===== config.mk =====
export PLATFORM = sky130hd
export DESIGN_NAME = basic_counter_unit
export DESIGN_NICKNAME = d
export VERILOG_FILES = /design/src/hw/basic_counter_pkg.sv /design/src/hw/prescale_divider.sv /design/src/hw/basic_counter_unit.sv
export SDC_FILE = /design/constraint.sdc
export NUM_CORES = 1
export LEC_CHECK = 0
export ABC_AREA = 1
export BUFFER_PORTS_ARGS = -buffer_cell sky130_fd_sc_hd__clkbuf_2
export CAP_MARGIN = 20
export CORE_AREA = 2 2 80 82
export CTS_CLUSTER_SIZE = 8
export DETAILED_ROUTE_END_ITERATION = 10
export DIE_AREA = 0 0 82 84
export HOLD_SLACK_MARGIN = 0.05
export PLACE_DENSITY = 0.69
export REMOVE_ABC_BUFFERS = 1
export SETUP_SLACK_MARGIN = 0.5
export SYNTH_ARGS = -nofsm -noshare
export SYNTH_HDL_FRONTEND = slang
export SYNTH_SLANG_ARGS = --single-unit

===== constraint.sdc =====
create_clock -name clk_sys -period 2.81 [get_ports clk_sys]
set_input_delay 0.4215 -clock clk_sys [delete_from_list [all_inputs] [get_ports clk_sys]]
set_output_delay 0.4215 -clock clk_sys [all_outputs]
set_load 0.03 [all_outputs]

===== src/hw/basic_counter_pkg.sv =====
package basic_counter_pkg;
    // register indices on the plain register port
    localparam logic [1:0] ADDR_COUNT_LOW = 2'h0;
    localparam logic [1:0] ADDR_COUNT_HIGH = 2'h1;
    localparam logic [1:0] ADDR_INTERRUPT_CONTROL = 2'h2;
    localparam logic [1:0] ADDR_TIMER_CONTROL = 2'h3;
    // timer_control fields
    localparam int CTRL_TIMER_ON = 7;
    localparam int CTRL_BYTE_MODE = 6;
    localparam int CTRL_CLOCK_SOURCE = 5;
    localparam int CTRL_EDGE_SELECT = 4;
    localparam int CTRL_PRESCALER_BYPASS = 3;
    localparam int CTRL_RATIO_MSB = 2;
    // interrupt_control fields
    localparam int INTC_OVERFLOW_IRQ_ENABLE = 5;
    localparam int INTC_OVERFLOW_FLAG = 2;
    // reset values
    localparam logic [7:0] TIMER_CONTROL_RESET = 8'hff;
    localparam logic [7:0] INTERRUPT_CONTROL_RESET = 8'h00;
    localparam logic [7:0] COUNT_BYTE_RESET = 8'h00;
    localparam logic [7:0] PRESCALE_RESET = 8'h00;
endpackage


===== src/hw/prescale_divider.sv =====
`timescale 1ns/1ps
`default_nettype none
module prescale_divider #(
    parameter int WIDTH = 8
) (
    input wire logic clk_sys,
    input wire logic rst,
    input wire logic tick_in,
    input wire logic clear,
    input wire logic [2:0] ratio,
    output logic tick_out
);
    logic [WIDTH-1:0] count;
    logic [WIDTH-1:0] top;

    // divide by 2 << ratio
    always_comb begin
        top = WIDTH'((2 << ratio) - 1);
    end

    // hidden counter, not readable; cleared by count writes unless bypassed
    always_ff @(posedge clk_sys) begin
        if (rst || clear) begin
            count <= WIDTH'(basic_counter_pkg::PRESCALE_RESET);
        end else if (tick_in) begin
            count <= (count == top) ? '0 : count + WIDTH'(1);
        end
    end

    always_comb begin
        tick_out = tick_in && !clear && (count == top);
    end
endmodule
`default_nettype wire


===== src/hw/basic_counter_unit.sv =====
// Chosen here: the strobed register port and the register addresses.
`timescale 1ns/1ps
`default_nettype none
module basic_counter_unit (
    input wire logic clk_sys,
    input wire logic rst,
    input wire logic [1:0] reg_addr,
    input wire logic [7:0] reg_wdata,
    input wire logic reg_write,
    input wire logic reg_read,
    output logic [7:0] reg_rdata,
    input wire logic instr_tick,
    input wire logic ext_clock_in,
    input wire logic sleep,
    output logic overflow_irq
);
    logic [7:0] timer_control;
    logic [7:0] interrupt_control;
    logic [7:0] count_low_byte;
    logic [7:0] count_high_byte;
    logic [7:0] high_buffer;
    logic ext_prev;
    logic ext_edge;
    logic source_tick;
    logic pre_tick;
    logic count_tick;
    logic count_write;
    logic wrap;
    logic bypass;

    assign bypass = timer_control[basic_counter_pkg::CTRL_PRESCALER_BYPASS];
    // any write to either count byte counts as a count write
    assign count_write = reg_write &&
        (reg_addr == basic_counter_pkg::ADDR_COUNT_LOW ||
         reg_addr == basic_counter_pkg::ADDR_COUNT_HIGH);

    always_ff @(posedge clk_sys) begin
        if (rst) begin
            ext_prev <= 1'b0;
        end else begin
            ext_prev <= ext_clock_in;
        end
    end

    // rising when edge select clear, falling when set
    always_comb begin
        if (timer_control[basic_counter_pkg::CTRL_EDGE_SELECT]) begin
            ext_edge = ext_prev && !ext_clock_in;
        end else begin
            ext_edge = !ext_prev && ext_clock_in;
        end
    end

    always_comb begin
        source_tick = timer_control[basic_counter_pkg::CTRL_TIMER_ON]
            && !sleep
            && (timer_control[basic_counter_pkg::CTRL_CLOCK_SOURCE]
                ? ext_edge : instr_tick);
    end

    prescale_divider #(
        .WIDTH(8)
    ) u_prescale (
        .clk_sys(clk_sys),
        .rst(rst),
        .tick_in(source_tick && !bypass),
        .clear(count_write && !bypass),
        .ratio(timer_control[basic_counter_pkg::CTRL_RATIO_MSB:0]),
        .tick_out(pre_tick)
    );

    // bypass read live each cycle, so switching needs no stop
    always_comb begin
        count_tick = (bypass ? source_tick : pre_tick) && !count_write;
    end

    always_comb begin
        if (timer_control[basic_counter_pkg::CTRL_BYTE_MODE]) begin
            wrap = count_tick && count_low_byte == 8'hff;
        end else begin
            wrap = count_tick && count_low_byte == 8'hff &&
                count_high_byte == 8'hff;
        end
    end

    // timer_control; count writes never touch it
    always_ff @(posedge clk_sys) begin
        if (rst) begin
            timer_control <= basic_counter_pkg::TIMER_CONTROL_RESET;
        end else if (reg_write &&
                     reg_addr == basic_counter_pkg::ADDR_TIMER_CONTROL) begin
            timer_control <= reg_wdata;
        end
    end

    // high byte written via buffer, loaded with low byte write
    always_ff @(posedge clk_sys) begin
        if (rst) begin
            high_buffer <= basic_counter_pkg::COUNT_BYTE_RESET;
        end else if (reg_write &&
                     reg_addr == basic_counter_pkg::ADDR_COUNT_HIGH) begin
            high_buffer <= reg_wdata;
        end
    end

    always_ff @(posedge clk_sys) begin
        if (rst) begin
            count_low_byte <= basic_counter_pkg::COUNT_BYTE_RESET;
            count_high_byte <= basic_counter_pkg::COUNT_BYTE_RESET;
        end else if (reg_write &&
                     reg_addr == basic_counter_pkg::ADDR_COUNT_LOW) begin
            count_low_byte <= reg_wdata;
            count_high_byte <= high_buffer;
        end else if (count_tick) begin
            count_low_byte <= count_low_byte + 8'h01;
            if (!timer_control[basic_counter_pkg::CTRL_BYTE_MODE] &&
                count_low_byte == 8'hff) begin
                count_high_byte <= count_high_byte + 8'h01;
            end
        end
    end

    // flag set wins over a software clear in the same cycle
    always_ff @(posedge clk_sys) begin
        if (rst) begin
            interrupt_control <= basic_counter_pkg::INTERRUPT_CONTROL_RESET;
        end else begin
            if (reg_write &&
                reg_addr == basic_counter_pkg::ADDR_INTERRUPT_CONTROL) begin
                interrupt_control <= reg_wdata;
            end
            if (wrap) begin
                interrupt_control[basic_counter_pkg::INTC_OVERFLOW_FLAG]
                    <= 1'b1;
            end
        end
    end

    always_ff @(posedge clk_sys) begin
        if (rst) begin
            overflow_irq <= 1'b0;
        end else begin
            overflow_irq <=
                interrupt_control[basic_counter_pkg::INTC_OVERFLOW_FLAG] &&
                interrupt_control[
                    basic_counter_pkg::INTC_OVERFLOW_IRQ_ENABLE];
        end
    end

    // high read returns live high byte; prescaler is not mapped
    always_ff @(posedge clk_sys) begin
        if (rst) begin
            reg_rdata <= 8'h00;
        end else if (reg_read) begin
            case (reg_addr)
                basic_counter_pkg::ADDR_COUNT_LOW:
                    reg_rdata <= count_low_byte;
                basic_counter_pkg::ADDR_COUNT_HIGH:
                    reg_rdata <= count_high_byte;
                basic_counter_pkg::ADDR_INTERRUPT_CONTROL:
                    reg_rdata <= interrupt_control;
                basic_counter_pkg::ADDR_TIMER_CONTROL:
                    reg_rdata <= timer_control;
                default:
                    reg_rdata <= 8'h00;
            endcase
        end else begin
            reg_rdata <= 8'h00;
        end
    end
endmodule
`default_nettype wire


==> impl_metrics.xml <==
<?xml version="1.0" encoding="UTF-8"?>
<metrics>
  <group name="run_status">
    <metric name="run_status" unit="">finished, final reports clean</metric>
  </group>
  <group name="worst_hold_path">
    <metric name="timing.hold.worst_path_depth" unit="">3</metric>
    <metric name="kind_of_path_behind_the_tightest_hold_check" unit="">in2reg</metric>
    <metric name="launch_point_of_the_worst_hold_path" unit="">ext_clock_in</metric>
    <metric name="hold_end" unit="">ext_prev$_SDFF_PP0_</metric>
  </group>
  <group name="worst_setup_path">
    <metric name="rr_endpoint" unit="">count_low_byte[1]$_SDFFE_PP0P_</metric>
    <metric name="critical-path-max-stage-delay" unit="ns">0.37</metric>
    <metric name="timing.critical_path.buf_inv" unit="">2</metric>
    <metric name="endpoint_kind" unit="">flip-flop</metric>
    <metric name="critical_path.reg2reg.startpoint" unit="">timer_control[1]$_SDFFE_PP1P_</metric>
    <metric name="crit_type" unit="">reg2reg</metric>
    <metric name="worstSetupStartpointType" unit="">flip-flop</metric>
    <metric name="path_delay_family" unit="">simple AND/OR/NAND/NOR gates</metric>
    <metric name="worst_r2r_path_depth" unit="">15</metric>
    <metric name="cpMaxStageDelayCell" unit="">sky130_fd_sc_hd__dfxtp_4</metric>
    <metric name="timing.critical_path.cells" unit="">nor2_4, nand2_2, ha_1, inv_1, nand2_1, nand3_1, nor2_1, nand2_1, nor2_2, nand3_2, nand2_4, nand2_8, buf_4, nor3_1, nor3_1</metric>
    <metric name="data_arrival_at_the_endpoint_of_the_critical_path" unit="ns">2.39</metric>
    <metric name="r2r_setup_slack" unit="ns">0.65</metric>
    <metric name="critical_path.max_fanout" unit="">7</metric>
    <metric name="worst-endpoint-required" unit="ns">3.04</metric>
  </group>
  <group name="pwr">
    <metric name="maximum_vdd_drop" unit="mV">0.296</metric>
    <metric name="logic_pwr_share" unit="%">10.2</metric>
    <metric name="power.sequential.fraction" unit="%">45.1</metric>
    <metric name="swShare" unit="%">26.8</metric>
    <metric name="p_clk_share" unit="%">44.7</metric>
    <metric name="net_switching_power_of_the_design" unit="mW">0.516</metric>
    <metric name="static-leakage-power" unit="nW">1.41</metric>
    <metric name="p_int" unit="mW">1.41</metric>
    <metric name="power-per-cell-area" unit="nW/µm²">550</metric>
  </group>
  <group name="drt">
    <metric name="wl_met2" unit="mm">3.63</metric>
    <metric name="top_layer" unit="">met4</metric>
    <metric name="route.detailed.vias_per_inst" unit="">5.56</metric>
    <metric name="routedWlPerCell" unit="µm">14.8</metric>
    <metric name="drt_first_pass_iters" unit="">5</metric>
    <metric name="met3WireLength" unit="µm">605</metric>
    <metric name="detailedRoute.firstIterationViolations" unit="">237</metric>
    <metric name="ant_nets_after_route" unit="">0</metric>
    <metric name="detailroute.via_count" unit="">3057</metric>
    <metric name="detail_route.drc_violations" unit="">0</metric>
    <metric name="routedLengthMet1" unit="mm">3.74</metric>
    <metric name="wl" unit="mm">8.15</metric>
  </group>
  <group name="floorplan">
    <metric name="row_count" unit="">29</metric>
    <metric name="coreArea" unit="µm²">6100</metric>
    <metric name="die_h" unit="µm">84</metric>
    <metric name="boundaryPins" unit="">26</metric>
    <metric name="starting_utilization_of_the_core_area" unit="%">49.3</metric>
    <metric name="die_width" unit="µm">82</metric>
    <metric name="die_footprint" unit="µm²">6890</metric>
  </group>
  <group name="timing">
    <metric name="layout_worst_path_cycle_share" unit="%">76.8</metric>
    <metric name="fin_skew" unit="ns">0.00973</metric>
    <metric name="setup_repair_after_global_routing_missed_its_margin" unit="">false</metric>
    <metric name="final_max_slew_viol_count" unit="">0</metric>
    <metric name="worst_slew_pin_tran" unit="ns">0.736</metric>
    <metric name="totalNegativeSetupSlack" unit="ns">0</metric>
    <metric name="setup-violations-final" unit="">0</metric>
    <metric name="final_period_minus_worst_setup_slack" unit="ns">2.16</metric>
    <metric name="max_freq" unit="MHz">463</metric>
    <metric name="timing.max_slew.rel_slack" unit="%">50.8</metric>
    <metric name="timing_hold_violations_final" unit="">0</metric>
  </group>
  <group name="layout">
    <metric name="diodes" unit="">0</metric>
    <metric name="fillers" unit="">592</metric>
    <metric name="final_net_count" unit="">489</metric>
    <metric name="share_of_post_route_cells_with_drive_strength_above_1" unit="%">17.3</metric>
    <metric name="layout-area-overhead-vs-synth" unit="%">16.4</metric>
    <metric name="final_design_area_no_fill" unit="µm²">3500</metric>
  </group>
  <group name="placed_design">
    <metric name="place.port_buffers" unit="">25</metric>
    <metric name="place.detailed.hpwl" unit="mm">5.61</metric>
    <metric name="place.gp.congestion" unit="">0.933</metric>
    <metric name="dpl-instance-area" unit="µm²">3180</metric>
  </group>
  <group name="global_route">
    <metric name="wire_length_of_the_first_global_routing_pass" unit="mm">13.1</metric>
    <metric name="grt_pass1_vias" unit="">2643</metric>
    <metric name="grt_max_degree" unit="">30</metric>
    <metric name="antenna_found_initial" unit="">0</metric>
    <metric name="track_usage" unit="%">25.1</metric>
    <metric name="gr-total-overflow" unit="">0</metric>
  </group>
  <group name="clock_network">
    <metric name="clkLatencyLatePin" unit="ns">0.35</metric>
    <metric name="tritoncts" unit="">done</metric>
    <metric name="clk_path_buf_depth" unit="">2</metric>
    <metric name="cts_max_level" unit="">3</metric>
    <metric name="cts_root_buffer" unit="">sky130_fd_sc_hd__clkbuf_8</metric>
    <metric name="cts_hold_buffers" unit="">0</metric>
    <metric name="cts_inserted_buffers" unit="">9</metric>
    <metric name="clock_transition_time_at_the_flip_flop_clock_pins_of_the_worst_setup_and_hold_paths" unit="ns">0.07</metric>
    <metric name="cts.sinks" unit="">58</metric>
  </group>
  <group name="synthesis">
    <metric name="synth_top_cell_area_share" unit="%">38.6</metric>
    <metric name="post_synth.cell_area_avg" unit="µm²">6.91</metric>
    <metric name="synth_seq_area_share" unit="%">38.6</metric>
    <metric name="fraction_of_registers_with_async_set_or_reset_after_synthesis" unit="%">0</metric>
    <metric name="yosysMostFrequentCell" unit="">sky130_fd_sc_hd__nand2_1</metric>
    <metric name="yosys-top-cells-area" unit="">sky130_fd_sc_hd__dfxtp_1 (39%), sky130_fd_sc_hd__nand2_1 (12%), sky130_fd_sc_hd__nand3_1 (6.5%)</metric>
    <metric name="most_area_hungry_cell_type_in_the_yosys_netlist" unit="">sky130_fd_sc_hd__dfxtp_1</metric>
    <metric name="synth_warnings" unit="">0</metric>
    <metric name="synthesis.area" unit="µm²">3010</metric>
    <metric name="yosys_most_used_dff" unit="">sky130_fd_sc_hd__dfxtp_1</metric>
    <metric name="synthesis.instances" unit="">435</metric>
    <metric name="synth_enable_flop_cells" unit="">0</metric>
    <metric name="yosys_register_bits" unit="">58</metric>
    <metric name="synth_top_cells_by_count" unit="">sky130_fd_sc_hd__nand2_1 (100), sky130_fd_sc_hd__dfxtp_1 (58), sky130_fd_sc_hd__nor2_1 (41)</metric>
    <metric name="synth_cell_type_count" unit="">32</metric>
  </group>
  <group name="run">
    <metric name="maxCapViolations" unit="">0</metric>
  </group>
</metrics>
cell families after synthesis:
family                     share of synthesized area (%)
DFF                                                 38.6
buffers and inverters                               8.83
AOI/OAI and AO/OA                                   17.8
adders and majority gates                           1.67
and+or+nand+nor                                     31.6
xor gates and xnor gates                            1.46
tightest hold or removal path, cell delays in order:
cell and delay, ns:
sky130_fd_sc_hd__clkbuf_2 0.09, sky130_fd_sc_hd__inv_1 0.06, sky130_fd_sc_hd__nor2_1 0.04
repair_timing:
| action | in CTS | in global routing |
|---|---|---|
| buffers inserted | 0 | 7 |
| gates resized for setup | 0 | 8 |
| endpoints found under the setup margin | 0 | 16 |
final cells by class:
class / count / area, µm² / share of cell area, %
Multi-Input combinational cell: 314 / 1620 / 46.2
Sequential cell: 58 / 1170 / 33.3
Timing Repair Buffer: 38 / 223 / 6.36
Inverter: 47 / 179 / 5.11
Clock buffer: 9 / 124 / 3.54
Tap cell: 77 / 96.3 / 2.75
Clock inverter: 7 / 93.8 / 2.68
state kept, by name, indices dropped and copies added, names as in the netlist:
signal,cells
count_high_byte,8
count_low_byte,8
high_buffer,8
interrupt_control,8
reg_rdata,8
timer_control,8
u_prescale.count,8
ext_prev,1
overflow_irq,1
worst max-delay path by stage:
stage,start,end,slack [ns],cells past startpoint
after floorplan,timer_control[1]$_SDFFE_PP1P_,count_high_byte[0]$_SDFFE_PP0P_,0.86,15
after global placement,timer_control[1]$_SDFFE_PP1P_,count_high_byte[5]$_SDFFE_PP0P_,0.70,16
after detailed placement,timer_control[2]$_SDFFE_PP1P_,count_high_byte[1]$_SDFFE_PP0P_,0.57,17
after CTS,timer_control[2]$_SDFFE_PP1P_,count_high_byte[1]$_SDFFE_PP0P_,0.57,16
after global routing,timer_control[1]$_SDFFE_PP1P_,count_high_byte[1]$_SDFFE_PP0P_,0.49,17
final,timer_control[1]$_SDFFE_PP1P_,count_low_byte[1]$_SDFFE_PP0P_,0.65,15
metrics by stage:
stage / util [%] / hold WS [ns] / setup slack (ns) / std cells / total power, mW
after floorplan: - / 0.425 / 0.863 / 418 / 0.992
after global placement: 52.2 / 0.439 / 0.697 / 526 / 1.06
after detailed placement: 52.2 / 0.443 / 0.569 / 526 / 1.07
after CTS: 55.8 / 0.299 / 0.567 / 542 / 1.92
after global routing: 57.4 / 0.299 / 0.489 / 550 / 1.99
final: 57.4 / 0.304 / 0.652 / 550 / 1.92
metal layers:
| metal | vias to the layer above | global-route usage, % |
|---|---|---|
| met1 | 1393 | 35.7 |
| met5 | - | 0 |
| met3 | 17 | 5.19 |
| li1 | 1514 | - |
| met2 | 133 | 37.5 |
| met4 | 0 | 8.64 |
power groups by stage:
stage | registers, mW | logic, mW | clock network (mW)
2_1_floorplan | 0.890 | 0.102 | 0
3_3_place_gp | 0.885 | 0.179 | 0
3_5_place_dp | 0.886 | 0.181 | 0
4_1_cts | 0.868 | 0.182 | 0.868
5_1_grt | 0.870 | 0.217 | 0.905
6_report | 0.868 | 0.197 | 0.860
cell usage in the layout, fill, tap and decap left out, types with 2 or more instances in the layout:
cell / count
sky130_fd_sc_hd__a21oi_1: 38
sky130_fd_sc_hd__a21oi_2: 3
sky130_fd_sc_hd__a221oi_1: 7
sky130_fd_sc_hd__a41oi_1: 3
sky130_fd_sc_hd__buf_4: 13
sky130_fd_sc_hd__bufinv_16: 2
sky130_fd_sc_hd__clkbuf_2: 25
sky130_fd_sc_hd__clkbuf_8: 9
sky130_fd_sc_hd__clkinv_2: 2
sky130_fd_sc_hd__clkinvlp_4: 2
sky130_fd_sc_hd__dfxtp_1: 56
sky130_fd_sc_hd__ha_1: 4
sky130_fd_sc_hd__inv_1: 40
sky130_fd_sc_hd__inv_2: 6
sky130_fd_sc_hd__nand2_1: 100
sky130_fd_sc_hd__nand2_2: 2
sky130_fd_sc_hd__nand2_4: 2
sky130_fd_sc_hd__nand2_8: 3
sky130_fd_sc_hd__nand3_1: 38
sky130_fd_sc_hd__nand3_2: 4
sky130_fd_sc_hd__nand4_1: 6
sky130_fd_sc_hd__nor2_1: 41
sky130_fd_sc_hd__nor2_4: 2
sky130_fd_sc_hd__nor3_1: 7
sky130_fd_sc_hd__nor4_1: 2
sky130_fd_sc_hd__o211ai_1: 4
sky130_fd_sc_hd__o21ai_0: 33
sky130_fd_sc_hd__o21ai_1: 3
sky130_fd_sc_hd__o22ai_1: 2
sky130_fd_sc_hd__or2_2: 2
sky130_fd_sc_hd__xnor2_1: 3
sky130_fd_sc_hd__xor2_1: 2
No activity file was read; power rests on OpenSTA's default activity.
